[src/pkg/clk_gate_pkg.sv]
// constants, register map and unit layout of the peripheral clock-gating block
package clk_gate_pkg;

	// =========================================================
	// bus and register offsets
	localparam int ADDR_W = 12;
	localparam int DATA_W = 32;

	localparam logic [ADDR_W-1:0] RUN_CLOCK_CONFIG_OFS    = 12'h060;
	localparam logic [ADDR_W-1:0] RUN_MODE_GATE_ONE_OFS   = 12'h100;
	localparam logic [ADDR_W-1:0] RUN_MODE_GATE_TWO_OFS   = 12'h108;
	localparam logic [ADDR_W-1:0] SLEEP_MODE_GATE_ONE_OFS = 12'h110;
	localparam logic [ADDR_W-1:0] SLEEP_MODE_GATE_TWO_OFS = 12'h118;
	localparam logic [ADDR_W-1:0] DEEP_SLEEP_GATE_ONE_OFS = 12'h124;
	localparam logic [ADDR_W-1:0] DEEP_SLEEP_GATE_TWO_OFS = 12'h128;
	localparam logic [ADDR_W-1:0] FAULT_STATUS_OFS        = 12'h150;
	localparam logic [ADDR_W-1:0] FAULT_ENABLE_OFS        = 12'h154;
	localparam logic [ADDR_W-1:0] FAULT_CLEAR_OFS         = 12'h158;

	// =========================================================
	// field positions
	localparam int GPTIMER_ZERO_BIT    = 16;
	localparam int TWO_WIRE_ZERO_BIT   = 12;
	localparam int SYNC_SERIAL_ONE_BIT = 5;
	localparam int SYNC_SERIAL_ZERO_BIT = 4;
	localparam int ASYNC_SERIAL_ONE_BIT = 1;
	localparam int ASYNC_SERIAL_ZERO_BIT = 0;
	localparam int ETH_PHY_BIT         = 30;
	localparam int ETH_MAC_BIT         = 28;
	localparam int PORT_G_BIT          = 6;
	localparam int AUTO_CLOCK_GATING_BIT = 27;

	// writable bits; every other position is reserved and reads zero
	localparam logic [DATA_W-1:0] GATE_ONE_MASK = 32'h0001_1033;
	localparam logic [DATA_W-1:0] GATE_TWO_MASK = 32'h5000_0040;

	// =========================================================
	// reset values
	localparam logic [DATA_W-1:0] GATE_RESET   = 32'h0000_0000;
	localparam logic [DATA_W-1:0] CONFIG_RESET = 32'h0000_0000;

	// =========================================================
	// gated units, one index each
	localparam int NUM_UNITS = 9;
	localparam logic [NUM_UNITS-1:0] UNITS_RESET = 9'h000;
	localparam int U_GPTIMER_ZERO      = 0;
	localparam int U_TWO_WIRE_ZERO     = 1;
	localparam int U_SYNC_SERIAL_ONE   = 2;
	localparam int U_SYNC_SERIAL_ZERO  = 3;
	localparam int U_ASYNC_SERIAL_ONE  = 4;
	localparam int U_ASYNC_SERIAL_ZERO = 5;
	localparam int U_ETH_PHY           = 6;
	localparam int U_ETH_MAC           = 7;
	localparam int U_PORT_G            = 8;

	// =========================================================
	// power states
	typedef enum logic [1:0] {
		PWR_RUN   = 2'b00,
		PWR_SLEEP = 2'b01,
		PWR_DEEP  = 2'b10
	} power_mode_t;

endpackage : clk_gate_pkg

[src/core/peripheral_clock_gating.sv]
// peripheral clock-gating registers, gate outputs and bus-fault logic
//
// Strobed register access was left to the implementer.
`timescale 1ns/100ps
`default_nettype none

// =========================================================
// Overview of operation
// - deep gate one bit 16 clocks timer 0
// - deep gate one bit 12 clocks two-wire 0
// - bits 5 and 4 clock sync serial units
// - bits 1 and 0 clock async serial units
// - gate one reserved ranges read zero, read-only
// - access to unclocked unit answers with bus fault
// - all gate bits reset to zero
// - run gate two at 0x108, sleep variants alike
// - auto gating applies sleep and deep registers
// - run gate two bit 30 clocks ethernet phy
// - run gate two bit 28 clocks ethernet mac
// - run gate two bit 6 clocks port G
// - gate two reserved bits read zero, read-only
// - positions without a unit act reserved
module peripheral_clock_gating
	import clk_gate_pkg::*;
(
	input  wire logic                 sys_clk,
	input  wire logic                 nrst,
	input  wire logic [ADDR_W-1:0]    regAddr,
	input  wire logic [DATA_W-1:0]    regWrData,
	input  wire logic                 regWrite,
	input  wire logic                 regRead,
	output logic      [DATA_W-1:0]    regRdData,
	input  wire logic                 sleepReq,
	input  wire logic                 deepSleepReq,
	input  wire logic [NUM_UNITS-1:0] unitAccess,
	output logic                      busFault,
	output logic                      gptimerZeroClkEn,
	output logic                      twoWireZeroClkEn,
	output logic                      syncSerialOneClkEn,
	output logic                      syncSerialZeroClkEn,
	output logic                      asyncSerialOneClkEn,
	output logic                      asyncSerialZeroClkEn,
	output logic                      ethPhyClkEn,
	output logic                      ethMacClkEn,
	output logic                      portGClkEn,
	output logic                      faultIrq
);

	// =========================================================
	// helpers
	function automatic logic [NUM_UNITS-1:0] unitsOf(
		input logic [DATA_W-1:0] one,
		input logic [DATA_W-1:0] two
	);
		logic [NUM_UNITS-1:0] u;
		u = '0;
		u[U_GPTIMER_ZERO]      = one[GPTIMER_ZERO_BIT];
		u[U_TWO_WIRE_ZERO]     = one[TWO_WIRE_ZERO_BIT];
		u[U_SYNC_SERIAL_ONE]   = one[SYNC_SERIAL_ONE_BIT];
		u[U_SYNC_SERIAL_ZERO]  = one[SYNC_SERIAL_ZERO_BIT];
		u[U_ASYNC_SERIAL_ONE]  = one[ASYNC_SERIAL_ONE_BIT];
		u[U_ASYNC_SERIAL_ZERO] = one[ASYNC_SERIAL_ZERO_BIT];
		u[U_ETH_PHY]           = two[ETH_PHY_BIT];
		u[U_ETH_MAC]           = two[ETH_MAC_BIT];
		u[U_PORT_G]            = two[PORT_G_BIT];
		return u;
	endfunction : unitsOf

	function automatic logic hit(
		input logic [ADDR_W-1:0] a,
		input logic [ADDR_W-1:0] ofs
	);
		return a == ofs;
	endfunction : hit

	// =========================================================
	// register storage
	logic [DATA_W-1:0]    runOne_q;
	logic [DATA_W-1:0]    runTwo_q;
	logic [DATA_W-1:0]    sleepOne_q;
	logic [DATA_W-1:0]    sleepTwo_q;
	logic [DATA_W-1:0]    deepOne_q;
	logic [DATA_W-1:0]    deepTwo_q;
	logic                 autoGate_q;
	logic [NUM_UNITS-1:0] faultStatus_q;
	logic [NUM_UNITS-1:0] faultEnable_q;
	logic [NUM_UNITS-1:0] clkEn_q;
	logic [NUM_UNITS-1:0] clkEn_d;
	logic                 busFault_q;
	logic [DATA_W-1:0]    rdData_q;
	logic [DATA_W-1:0]    rdData_d;
	logic [NUM_UNITS-1:0] faultHit;
	logic [NUM_UNITS-1:0] faultClear;
	power_mode_t          mode;

	// reserved positions are masked at write time, so they never hold a one
	always_ff @(posedge sys_clk or negedge nrst) begin
		if (!nrst) begin
			runOne_q   <= GATE_RESET;
			runTwo_q   <= GATE_RESET;
			sleepOne_q <= GATE_RESET;
			sleepTwo_q <= GATE_RESET;
			deepOne_q  <= GATE_RESET;
			deepTwo_q  <= GATE_RESET;
		end else if (regWrite) begin
			if (hit(regAddr, RUN_MODE_GATE_ONE_OFS)) begin
				runOne_q <= regWrData & GATE_ONE_MASK;
			end
			if (hit(regAddr, RUN_MODE_GATE_TWO_OFS)) begin
				runTwo_q <= regWrData & GATE_TWO_MASK;
			end
			if (hit(regAddr, SLEEP_MODE_GATE_ONE_OFS)) begin
				sleepOne_q <= regWrData & GATE_ONE_MASK;
			end
			if (hit(regAddr, SLEEP_MODE_GATE_TWO_OFS)) begin
				sleepTwo_q <= regWrData & GATE_TWO_MASK;
			end
			if (hit(regAddr, DEEP_SLEEP_GATE_ONE_OFS)) begin
				deepOne_q <= regWrData & GATE_ONE_MASK;
			end
			if (hit(regAddr, DEEP_SLEEP_GATE_TWO_OFS)) begin
				deepTwo_q <= regWrData & GATE_TWO_MASK;
			end
		end
	end

	always_ff @(posedge sys_clk or negedge nrst) begin
		if (!nrst) begin
			autoGate_q <= CONFIG_RESET[AUTO_CLOCK_GATING_BIT];
		end else if (regWrite && hit(regAddr, RUN_CLOCK_CONFIG_OFS)) begin
			autoGate_q <= regWrData[AUTO_CLOCK_GATING_BIT];
		end
	end

	// =========================================================
	// power state and gate selection
	always_comb begin
		if (deepSleepReq) begin
			mode = PWR_DEEP;
		end else if (sleepReq) begin
			mode = PWR_SLEEP;
		end else begin
			mode = PWR_RUN;
		end
	end

	// deep sleep wins when both requests are high
	always_comb begin
		clkEn_d = unitsOf(runOne_q, runTwo_q);
		if (autoGate_q) begin
			unique case (mode)
				PWR_SLEEP: clkEn_d = unitsOf(sleepOne_q, sleepTwo_q);
				PWR_DEEP:  clkEn_d = unitsOf(deepOne_q, deepTwo_q);
				default:   clkEn_d = unitsOf(runOne_q, runTwo_q);
			endcase
		end
	end

	always_ff @(posedge sys_clk or negedge nrst) begin
		if (!nrst) begin
			clkEn_q <= UNITS_RESET;
		end else begin
			clkEn_q <= clkEn_d;
		end
	end

	assign gptimerZeroClkEn     = clkEn_q[U_GPTIMER_ZERO];
	assign twoWireZeroClkEn     = clkEn_q[U_TWO_WIRE_ZERO];
	assign syncSerialOneClkEn   = clkEn_q[U_SYNC_SERIAL_ONE];
	assign syncSerialZeroClkEn  = clkEn_q[U_SYNC_SERIAL_ZERO];
	assign asyncSerialOneClkEn  = clkEn_q[U_ASYNC_SERIAL_ONE];
	assign asyncSerialZeroClkEn = clkEn_q[U_ASYNC_SERIAL_ZERO];
	assign ethPhyClkEn          = clkEn_q[U_ETH_PHY];
	assign ethMacClkEn          = clkEn_q[U_ETH_MAC];
	assign portGClkEn           = clkEn_q[U_PORT_G];

	// =========================================================
	// bus fault on access to an unclocked unit
	assign faultHit   = unitAccess & ~clkEn_q;
	assign faultClear = (regWrite && hit(regAddr, FAULT_CLEAR_OFS)) ?
		regWrData[NUM_UNITS-1:0] : '0;

	always_ff @(posedge sys_clk or negedge nrst) begin
		if (!nrst) begin
			busFault_q <= 1'b0;
		end else begin
			busFault_q <= |faultHit;
		end
	end
	assign busFault = busFault_q;

	// a new fault beats a clear landing in the same cycle
	generate
		for (genvar i = 0; i < NUM_UNITS; i++) begin : g_fault
			always_ff @(posedge sys_clk or negedge nrst) begin
				if (!nrst) begin
					faultStatus_q[i] <= 1'b0;
				end else if (faultHit[i]) begin
					faultStatus_q[i] <= 1'b1;
				end else if (faultClear[i]) begin
					faultStatus_q[i] <= 1'b0;
				end
			end
		end
	endgenerate

	always_ff @(posedge sys_clk or negedge nrst) begin
		if (!nrst) begin
			faultEnable_q <= UNITS_RESET;
		end else if (regWrite && hit(regAddr, FAULT_ENABLE_OFS)) begin
			faultEnable_q <= regWrData[NUM_UNITS-1:0];
		end
	end

	assign faultIrq = |(faultStatus_q & faultEnable_q);

	// =========================================================
	// read path; unmapped and write-only offsets read zero
	always_comb begin
		rdData_d = '0;
		unique case (regAddr)
			RUN_CLOCK_CONFIG_OFS:    rdData_d[AUTO_CLOCK_GATING_BIT] = autoGate_q;
			RUN_MODE_GATE_ONE_OFS:   rdData_d = runOne_q;
			RUN_MODE_GATE_TWO_OFS:   rdData_d = runTwo_q;
			SLEEP_MODE_GATE_ONE_OFS: rdData_d = sleepOne_q;
			SLEEP_MODE_GATE_TWO_OFS: rdData_d = sleepTwo_q;
			DEEP_SLEEP_GATE_ONE_OFS: rdData_d = deepOne_q;
			DEEP_SLEEP_GATE_TWO_OFS: rdData_d = deepTwo_q;
			FAULT_STATUS_OFS:        rdData_d[NUM_UNITS-1:0] = faultStatus_q;
			FAULT_ENABLE_OFS:        rdData_d[NUM_UNITS-1:0] = faultEnable_q;
			default:                 rdData_d = '0;
		endcase
	end

	always_ff @(posedge sys_clk or negedge nrst) begin
		if (!nrst) begin
			rdData_q <= '0;
		end else if (regRead) begin
			rdData_q <= rdData_d;
		end else begin
			rdData_q <= '0;
		end
	end
	assign regRdData = rdData_q;

endmodule : peripheral_clock_gating

`default_nettype wire

[config.mk]
export PLATFORM = sky130hd
export DESIGN_NAME = peripheral_clock_gating
export DESIGN_NICKNAME = d
export VERILOG_FILES = /design/src/pkg/clk_gate_pkg.sv /design/src/core/peripheral_clock_gating.sv
export SDC_FILE = /design/constraint.sdc
export NUM_CORES = 1
export LEC_CHECK = 0
export ABC_AREA = 0
export BUFFER_PORTS_ARGS = -buffer_cell sky130_fd_sc_hd__buf_2
export CELL_PAD_IN_SITES_DETAIL_PLACEMENT = 1
export CELL_PAD_IN_SITES_GLOBAL_PLACEMENT = 1
export CORE_MARGIN = 4
export CORE_UTILIZATION = 40
export CTS_CLUSTER_SIZE = 14
export DETAILED_ROUTE_END_ITERATION = 10
export PLACE_DENSITY = 0.84
export SYNTH_ARGS = -nofsm -noshare
export SYNTH_HDL_FRONTEND = slang
export SYNTH_SLANG_ARGS = --single-unit
[constraint.sdc]
create_clock -name sys_clk -period 1.8 [get_ports sys_clk]
set_clock_uncertainty 0.15 [all_clocks]
set_input_delay 0.27 -clock sys_clk [delete_from_list [all_inputs] [get_ports sys_clk]]
set_output_delay 0.27 -clock sys_clk [all_outputs]
set_load 0.1 [all_outputs]
==> flow_summary.rst, run 1 <==
.. list-table::
   :header-rows: 1

   * - Metric
     - Value
   * - Most common library cells after synthesis
     - 70 x dfrtp_1, 30 x mux2_2, 20 x buf_4, 19 x a22o_1, 19 x nor2_1
   * - Antenna diodes
     - 0
   * - Cell type with the largest total area after synthesis
     - dfrtp_1
   * - Cell with the most instances after synthesis
     - dfrtp_1
   * - Post-layout util
     - 0.532
   * - Minimum setup slack in the final design
     - -0.192 ns
   * - Min-delay src
     - regWrData[2]
   * - Crit Path Category
     - reg -> out
   * - Top_reg_cell synth
     - dfrtp_1
   * - Largest net degree at the start of global routing
     - between 50 and 60
   * - Max cap viols
     - 0
   * - Antenna violations before repair
     - 0
   * - Yosys warning count
     - 0
   * - Syn Area/Cell
     - about 12 sq um
   * - Setup violation total in the final timing report
     - 1
   * - Cell row count
     - 33
   * - Synth Register Bits
     - 70
   * - Area of the core
     - between 0.008 and 0.009 sq mm
   * - Worst slack at placement
     - -0.447 ns
   * - Fmax
     - between 500 and 600 MHz
   * - Number of enable-type register cells in the synthesized netlist
     - 0
   * - Slew Limit Headroom
     - 0.364
   * - Adder-Cell Fraction of Synth Area
     - 0
   * - Kind of start point of the critical path
     - flip-flop
   * - Wire length reported by the detailed router
     - 9860 um
   * - Largest family of logic cells by synthesized area
     - multiplexers
   * - Main area contributors after synthesis
     - dfrtp_1 51%, mux2_2 9.8%, a22o_1 4.8%
   * - Number of different library cells in the post-synthesis netlist
     - 45
   * - Power density normalized to cell area
     - between 700 and 800 mW/mm^2
   * - Proportion of register bits with asynchronous set or reset after synthesis
     - 1.00
   * - Post-route fraction of the period consumed by the critical path
     - 1.11
   * - Maximum net fanout on the critical path
     - 2
   * - Setup tns final
     - -0.192 ns
   * - Post-synthesis xor/xnor area fraction
     - 0
   * - Share of post-route cells with drive strength above 1
     - 0.428
   * - Shortest period the worst path allows
     - ~2.0 ns
   * - Compound-gate portion of the synthesized area
     - 0.112
   * - Overall via count from detail_route
     - roughly 2.7k
   * - Setup repair after global routing missed its margin
     - true
   * - Residual antenna-violating net count after detailed routing
     - 0
   * - Area of the mapped netlist
     - 0.00345 sq mm
   * - Fill count
     - approximately 910
   * - LEAKAGE
     - roughly 2.2 nW
   * - Status
     - finished, violations left
   * - Worst hold path stage count
     - 2
   * - CTS tree
     - built
   * - Drt first-iter violations
     - about 120
   * - CTS Buf Count
     - 9
   * - Routed WL per cell
     - 19.6 um
   * - Detailed Routing Iterations Pass 1
     - 4
   * - Data arrival at the endpoint of the critical path
     - between 1.5 and 2 ns
   * - Worst-case hold path end point
     - faultEnable_q[2]
   * - Destination of the worst register-to-register timing path
     - clkEn_q[0]
   * - Final hold viol count
     - 0
   * - First-pass GRT wire length
     - approximately 16000 um
   * - Required arrival time at the worst endpoint
     - 1.38 ns
   * - Portion of synthesized cell area occupied by the leading cell type
     - 0.508
   * - DIE AREA
     - about 0.010 sq mm
   * - Final Wtd Congestion
     - 0.825
   * - Setup slack of the most critical reg-to-reg path
     - between 0.3 and 0.4 ns
   * - Post-layout net count
     - around 450
   * - IR Drop Worst-Case VDD
     - around 0.48 mV
   * - Clock slew at reported path FFs
     - 0.07 ns
   * - Total global routing overflow
     - 0
   * - Root buffer cell
     - clkbuf_8
   * - Sort of element at the end of the critical path
     - primary output
   * - Failing checks
     - setup timing
   * - Hold/Removal Path Class
     - in -> reg
   * - Measured slew at the worst slew-check pin
     - around 0.95 ns
   * - Sequential share of the synthesized area
     - 0.508
   * - Latest clock arrival within the worst-skew pair
     - about 0.35 ns
   * - Total of buffers placed on input and output ports
     - between 60 and 70
   * - Via count of the first global-routing pass
     - between 2k and 3k
   * - Overall global routing resource usage
     - 0.204
   * - Count of pins over their slew limit
     - 0
   * - Syn-to-layout area delta
     - 28.0%
   * - Cell count after synthesis
     - 285
   * - Die width
     - about 100 um
   * - Simple-Gate Fraction of Synth Area
     - 0.156
   * - Number of remaining DRC errors
     - 0
   * - Effective utilization at floorplan
     - 0.415
   * - CTS H-Tree Depth
     - 3
   * - Final HPWL DP
     - approximately 7300 um
   * - Number of primary I/O pins
     - slightly above 100
   * - Die Y-Extent
     - about 100 um
   * - Multiplexer share of the synthesized area
     - 0.167
   * - Sinks on Clock Net
     - 70
   * - Count of cells along the worst register-to-register path
     - 2
   * - Maximum root-to-sink buffer count
     - 2
   * - Startpoint of the most critical register-to-register path
     - autoGate_q
   * - Via-to-Cell Ratio
     - approximately 5.4
==> cell families (layout without fill, tap and decap cells) <==
family,Yosys count,count (layout)
AND/OR/NAND/NOR,83,83
other,1,18
flip-flops,70,70
multiplexers,53,53
buffers and inverters,29,124
AO/OA/AOI/OAI,49,49
==> area by class of cell <==
type | count | area, sq um | share of cell area
clock inverters | 6 | 40.0 | 0.00907
flip-flops and latches | 70 | 1750 | 0.397
clock buffers | 9 | 124 | 0.0281
well taps | 105 | 131 | 0.0298
multi-input cells | 203 | 1630 | 0.370
repair buffers | 109 | 734 | 0.166
==> report_power, final <==
part	leakage [nW]	switching (W)	internal (W)
Sequential	0.926	0.00000362	0.00158
Clock	0.0848	0.000599	0.000488
Combinational	1.19	0.000330	0.000117
Total	2.20	0.000933	0.00218
==> through the flow <==
step / cells / power [W] / cell area, sq um / hold WS, ns
floorplan: 302 / 0.00191 / 3560 / -0.176
detailed placement: 477 / 0.00204 / 4110 / 0.0589
finish: 502 / 0.00311 / 4410 / 0.0227
CTS: 500 / 0.00315 / 4370 / 0.00320
global placement: 477 / 0.00203 / 4110 / 0.0523
global route: 502 / 0.00326 / 4410 / 0.0224
==> layer usage <==
layer	vias up	wire (um)	global-route usage
met2	68	5210	0.356
met5	-	0	0
met1	1376	4020	0.244
li1	1233	-	-
met3	20	428	0.0478
met4	0	201	0.0756
==> critical path: stages (launching register included) <==
cell and delay, ns:
dfrtp_1 0.38, a222oi_1 0.49, nand3_2 0.15, buf_12 0.19
==> registers in the layout, indices dropped and copies added, names as in the netlist <==
name           count
runOne_q           6
faultStatus_q      9
clkEn_q            9
autoGate_q         1
busFault           1
sleepTwo_q         3
deepOne_q          6
runTwo_q           3
sleepOne_q         6
faultEnable_q      9
deepTwo_q          3
regRdData         14
==> cells in the final DEF, fill, tap and decap left out, drive strengths merged, types with 2 or more instances in the layout <==
cell type and n:
a22oi 3, buf 104, nand2b 2, conb 18
clkbuf 9, nand3 6, dlygate4sd3 5, or3 3
dfrtp 70, clkinv 5, nand3b 2, nand4b 5
nor2b 12, or3b 2, o32ai 4, o21ai 2
o21a 4, nor2 19, nor4 4, a21o 9
nand2 14, a22o 19, a21oi 3, a21boi 2
mux2 37, or4b 3, nor3 5, mux2i 16
==> what timing repair did <==
action	4_1_cts	5_1_grt
buffers inserted	3	2
endpoints found under the hold margin	17	0
resized for setup	6	9
endpoints found under the setup margin	4	21
pin swaps	3	5
hold buffers	5	0
==> worst max-delay path by stage <==
| stage | from | end | cells past startpoint |
|---|---|---|---|
| floorplan | regAddr[10] | faultEnable_q[1] | 5 |
| global placement | regAddr[10] | sleepTwo_q[30] | 6 |
| detailed placement | regAddr[10] | sleepTwo_q[28] | 6 |
| CTS | faultEnable_q[2] | faultIrq | 3 |
| global route | faultStatus_q[2] | faultIrq | 3 |
| finish | faultStatus_q[2] | faultIrq | 3 |
Power figures use the tool's default switching activity.
==> run 2: changes to the inputs <==
- CORE_UTILIZATION: 40 -> 43
- PLACE_DENSITY: 0.84 -> 0.89
==> run 2 against run 1 <==
Against the previous run:
- the flow still finishes with violations (setup timing)
- design area is 1.4% lower
- sequential power hardly changed
- flip-flop and latch count stayed put
- clock power about the same
- combinational power shrank 2%
- critical path depth up 1
- largest power group unchanged
==> flow_summary.rst, run 2 (synthesis results as in run 1) <==
.. list-table::
   :header-rows: 1

   * - Metric
     - Value
   * - Power density normalized to cell area
     - a little over 700 mW/mm^2
   * - Drt first-iter violations
     - ~110
   * - Required arrival time at the worst endpoint
     - ~1.4 ns
   * - Effective utilization at floorplan
     - 0.444
   * - Max cap viols
     - 0
   * - Power share of the sequential group
     - 0.503
   * - Slew Limit Headroom
     - 0.405
   * - Minimum setup slack in the final design
     - -0.159 ns
   * - Routed WL per cell
     - between 20 and 25 um
   * - Internal power
     - roughly 0.0022 W
   * - Largest incremental delay on the critical path
     - roughly 0.4 ns
   * - Leading cell type in the layout, fill and taps excluded
     - dfrtp_1
   * - Sw Ratio
     - 0.297
   * - Count of pins over their slew limit
     - 0
   * - LEAKAGE
     - approximately 2.2 nW
   * - DIE AREA
     - between 0.009 and 0.01 sq mm
   * - IR Drop Worst-Case VDD
     - 0.323 mV
   * - Total of buffers placed on input and output ports
     - 65
   * - Switching power
     - around 0.00093 W
   * - Combinational power share
     - 0.139
   * - Antenna violations before repair
     - 0
   * - Clock slew at reported path FFs
     - 0.07 ns
   * - Shortest period the worst path allows
     - 1.96 ns
   * - Measured slew at the worst slew-check pin
     - slightly below 0.9 ns
   * - Final hold viol count
     - 0
   * - Hold_ws
     - roughly 0.014 ns
   * - Setup repair after global routing missed its margin
     - true
   * - Failing checks
     - setup timing
   * - Via-to-Cell Ratio
     - 5.46
   * - Crit Path Category
     - reg -> out
   * - Max FFs per register
     - 14
   * - Final HPWL DP
     - 7360 um
   * - Number of primary I/O pins
     - 102
   * - Setup slack of the most critical reg-to-reg path
     - about 0.29 ns
   * - Overall global routing resource usage
     - 0.214
   * - First-pass GRT wire length
     - around 16000 um
   * - Fmax
     - ~510 MHz
   * - Fill count
     - 852
   * - CTS Buf Count
     - 9
   * - Root buffer cell
     - clkbuf_8
   * - CTS tree
     - built
   * - Hold/Removal Path Class
     - in -> reg
   * - Wire length reported by the detailed router
     - ~10000 um
   * - Maximum net fanout on the critical path
     - 2
   * - Share of post-route cells with drive strength above 1
     - 0.426
   * - Residual antenna-violating net count after detailed routing
     - 0
   * - Overall power
     - 0.00314 W
   * - Most frequent cells in the layout
     - 70 x dfrtp_1, 62 x buf_2, 32 x buf_4
   * - Post-route fraction of the period consumed by the critical path
     - 1.09
   * - Total global routing overflow
     - 0
   * - Sort of element at the end of the critical path
     - primary output
   * - Die width
     - ~98 um
   * - Status
     - finished, violations left
   * - Area of the core
     - between 0.007 and 0.008 sq mm
   * - Chain of cells forming the critical path
     - a22o_1 > a221oi_2 > nand3_2 > buf_12
   * - CP max stage cell
     - dfrtp_1
   * - Post-layout net count
     - 445
   * - Detailed Routing Iterations Pass 1
     - 4
   * - Latest clock arrival within the worst-skew pair
     - 0.35 ns
   * - Largest net degree at the start of global routing
     - between 50 and 60
   * - Data arrival at the endpoint of the critical path
     - 1.54 ns
   * - Share of total power in the clock network
     - 0.358
   * - Final Wtd Congestion
     - approximately 0.85
   * - Kind of start point of the critical path
     - flip-flop
   * - CTS H-Tree Depth
     - 3
   * - Number of remaining DRC errors
     - 0
   * - Antenna diodes
     - 0
   * - Syn-to-layout area delta
     - 26.3%
   * - Sinks on Clock Net
     - 70
   * - Via count of the first global-routing pass
     - 2936
   * - Setup violation total in the final timing report
     - 1
   * - Die Y-Extent
     - around 98 um
   * - Overall via count from detail_route
     - around 2.7k
   * - Cell row count
     - 32
   * - Maximum root-to-sink buffer count
     - 2
-- run 2: layout make-up --
type / instances / area, sq um / share of cell area
Clock buffer: 11 / 141 / 0.0325
Clock inverter: 4 / 23.8 / 0.00546
Multi-Input combinational cell: 203 / 1640 / 0.376
Tap cell: 102 / 128 / 0.0293
Timing Repair Buffer: 102 / 673 / 0.155
Sequential cell: 70 / 1750 / 0.402
-- run 2: power by group through the flow --
| stage | registers (W) | logic [W] | clock network (W) |
|---|---|---|---|
| 3_3_place_gp | 0.00161 | 0.000411 | 0 |
| 5_1_grt | 0.00158 | 0.000459 | 0.00121 |
| 3_5_place_dp | 0.00161 | 0.000422 | 0 |
| 4_1_cts | 0.00158 | 0.000430 | 0.00114 |
| 2_1_floorplan | 0.00162 | 0.000290 | 0 |
| 6_report | 0.00158 | 0.000437 | 0.00112 |
-- run 2: stage by stage --
| stage | std cells | TNS, ns | setup WS, ns | cell area (sq um) | util |
|---|---|---|---|---|---|
| 2_1_floorplan | 302 | -2.71 | -0.162 | 3560 | - |
| 3_3_place_gp | 468 | -11.63 | -0.343 | 4060 | 0.522 |
| 3_5_place_dp | 468 | -15.17 | -0.410 | 4060 | 0.522 |
| 4_1_cts | 487 | -0.167 | -0.167 | 4290 | 0.553 |
| 5_1_grt | 492 | -0.213 | -0.209 | 4350 | 0.561 |
| 6_report | 492 | -0.159 | -0.159 | 4350 | 0.561 |
-- run 2: repair_timing --
action | CTS | global route
endpoints found under the setup margin | 6 | 22
hold buffers | 1 | 1
endpoints found under the hold margin | 14 | 1
pin swaps | 5 | 6
gates resized for setup | 9 | 6
setup buffers | 3 | 4
-- run 2: routing by layer --
layer | global-route usage | wire, um
met1 | 0.255 | 3980
met2 | 0.376 | 5260
met3 | 0.0574 | 518
met4 | 0.0618 | 235
met5 | 0 | 0
-- run 2: critical path: cells and delay by family (launching register included) --
kind                   cells  cell delay [ns]
flip-flops                 1             0.40
buffers and inverters      1             0.18
AND/OR/NAND/NOR            1             0.13
AO/OA/AOI/OAI              2             0.48
-- run 2: final timing paths --
check,start,cells after the start,end
setup / recovery,faultStatus_q[5],4,faultIrq
hold / removal,regWrData[8],2,faultEnable_q[8]
setup reg to reg,faultEnable_q[5],5,regRdData[5]
hold reg to reg,faultStatus_q[4],1,faultStatus_q[4]
max in group asynchronous,nrst,3,runTwo_q[6]
min in group asynchronous,nrst,2,regRdData[5]
==> run 3: changes to the inputs <==
- HOLD_SLACK_MARGIN: unset -> 0.08
==> run 3 against run 2 <==
Against the previous run:
- the run still ends with setup timing left
- final cell count rose by 2.4%
- die area did not move
- clock-buffer cell count did not move
- highest routed layer unchanged
==> flow_summary.rst, run 3 (synthesis results as in run 1) <==
.. list-table::
   :header-rows: 1

   * - Metric
     - Value
   * - Number of cells on the critical path
     - 4
   * - Detailed Routing Iterations Pass 1
     - 4
   * - Max layer used
     - met4
   * - First-pass GRT wire length
     - around 16000 um
   * - Setup repair after global routing missed its margin
     - true
   * - Largest net degree at the start of global routing
     - 57
   * - Share of total power in the clock network
     - 0.356
   * - Failing checks
     - setup timing
   * - Kind of start point of the critical path
     - flip-flop
   * - Overall via count from detail_route
     - ~2.8k
   * - Most frequent cells in the layout
     - 70 x dfrtp_1, 62 x buf_2, 32 x buf_4
   * - Data arrival at the endpoint of the critical path
     - ~1.6 ns
   * - CTS Buf Count
     - 9
   * - Routed wl met3
     - 493 um
   * - Routed wire length on met2
     - around 5400 um
   * - Combinational power share
     - 0.145
   * - CTS H-Tree Depth
     - 3
   * - Latest clock arrival within the worst-skew pair
     - about 0.35 ns
   * - Effective utilization at floorplan
     - 0.444
   * - Largest incremental delay on the critical path
     - 0.41 ns
   * - Post-route fraction of the period consumed by the critical path
     - 1.09
   * - Wire length reported by the detailed router
     - a little over 10000 um
   * - Residual antenna-violating net count after detailed routing
     - 0
   * - DIE AREA
     - about 0.0095 sq mm
   * - Routed WL per cell
     - just over 20 um
   * - Crit Path Category
     - reg -> out
   * - Count of pins over their slew limit
     - 0
   * - Root buffer cell
     - clkbuf_8
   * - Setup violation total in the final timing report
     - 1
   * - Worst slack at placement
     - -0.410 ns
   * - Antenna diodes
     - 0
   * - Max cap viols
     - 0
   * - Hold_ws
     - 0.0885 ns
   * - Syn-to-layout area delta
     - 29.8%
   * - Required arrival time at the worst endpoint
     - 1.38 ns
   * - Share of post-route cells with drive strength above 1
     - 0.413
   * - Measured slew at the worst slew-check pin
     - 0.885 ns
   * - Via count of the first global-routing pass
     - approximately 3k
   * - Final hold viol count
     - 0
   * - Via-to-Cell Ratio
     - about 5.5
   * - Hold/Removal Path Class
     - in -> reg
   * - Die Y-Extent
     - between 90 and 100 um
   * - Minimum setup slack in the final design
     - -0.166 ns
   * - Slew Limit Headroom
     - 0.406
   * - CTS tree
     - built
   * - Finished Cell Area
     - ~0.0045 sq mm
   * - Overall global routing resource usage
     - 0.217
   * - Clock slew at reported path FFs
     - approximately 0.070 ns
   * - CP bufs+invs
     - 1
   * - Final HPWL DP
     - between 7000 and 8000 um
   * - Kind of cell adding the most delay to the critical path
     - compound AO/OA/AOI/OAI gates
   * - Switching power
     - 0.000937 W
   * - Post-layout net count
     - roughly 460
   * - Placed Area
     - a little over 0.004 sq mm
   * - Worst hold path stage count
     - 2
   * - CP max stage cell
     - dfrtp_1
   * - Maximum root-to-sink buffer count
     - 2
   * - Overall power
     - about 0.0032 W
   * - Maximum net fanout on the critical path
     - 3
   * - Sort of element at the end of the critical path
     - primary output
   * - LEAKAGE
     - about 2.2 nW
   * - Leading cell type in the layout, fill and taps excluded
     - dfrtp_1
   * - Total global routing overflow
     - 0
   * - Max FFs per register
     - 14
   * - Total of buffers placed on input and output ports
     - between 60 and 70
   * - IR Drop Worst-Case VDD
     - approximately 0.32 mV
   * - Power density normalized to cell area
     - 707 mW/mm^2
   * - Power share of the sequential group
     - 0.500
   * - Antenna violations before repair
     - 0
   * - Sinks on Clock Net
     - 70
   * - Chain of cells forming the critical path
     - a22o_1 > a221oi_2 > nand3_2 > buf_12
   * - Count of cells along the worst register-to-register path
     - 5
   * - Cell row count
     - 32
   * - Shortest period the worst path allows
     - ~2.0 ns
   * - Number of remaining DRC errors
     - 0
   * - Internal power
     - around 0.0022 W
   * - Final Wtd Congestion
     - around 0.85
   * - Drt first-iter violations
     - roughly 110
   * - Number of primary I/O pins
     - 102
   * - Status
     - finished, violations left
   * - Area of the core
     - approximately 0.0078 sq mm
   * - Die width
     - slightly below 100 um
   * - Sw Ratio
     - 0.296
   * - Fmax
     - about 510 MHz
   * - M1 wire length
     - 4140 um
run 3: cell count changes in the layout (fill, tap and decap cells not counted), sizes merged:
| cell | previous run | this run |
|---|---|---|
| dlygate4sd3 | 2 | 14 |
run 3: layer usage:
layer | vias up | global-route usage
met3 | 24 | 0.0560
met2 | 85 | 0.389
met4 | 0 | 0.0618
li1 | 1237 | -
met5 | - | 0
met1 | 1415 | 0.257
run 3: worst paths after layout:
check	start	end	slack [ns]
worst min-delay path	regRead	regRdData[1]	0.09
max in group asynchronous	nrst	sleepOne_q[5]	0.65
worst max register to register	faultEnable_q[5]	regRdData[5]	0.28
worst max-delay path	faultStatus_q[4]	faultIrq	-0.17
min in group asynchronous	nrst	regRdData[5]	0.22
worst min register to register	faultStatus_q[7]	faultStatus_q[7]	0.39
run 3: power by group through the flow:
stage          Clock (W)  Combinational (W)  Sequential, W
2_1_floorplan          0           0.000290        0.00162
4_1_cts          0.00114           0.000452        0.00158
3_3_place_gp           0           0.000411        0.00161
3_5_place_dp           0           0.000422        0.00161
5_1_grt          0.00121           0.000482        0.00158
6_report         0.00112           0.000458        0.00158
run 3: stage by stage:
step	utilization	setup TNS, ns	instances
final	0.576	-0.166	504
after global routing	0.576	-0.223	504
after CTS	0.569	-0.167	500
after detailed placement	0.522	-15.17	468
after global placement	0.522	-11.63	468
after floorplan	-	-2.71	302
run 3: cell type report:
cell class	instances	area (sq um)
well taps	102	128
clock buffers	11	141
clock inverters	4	23.8
repair buffers	114	793
flip-flops and latches	70	1750
fillers	846	3290
multi-input cells	203	1640
run 3: what timing repair did:
item | in CTS | in global routing
setup endpoints to repair | 6 | 22
gates resized for setup | 9 | 6
cloned | 0 | 0
hold endpoints to repair | 41 | 0
hold buffers | 14 | 0
pin swaps | 5 | 6
buffers inserted | 3 | 4
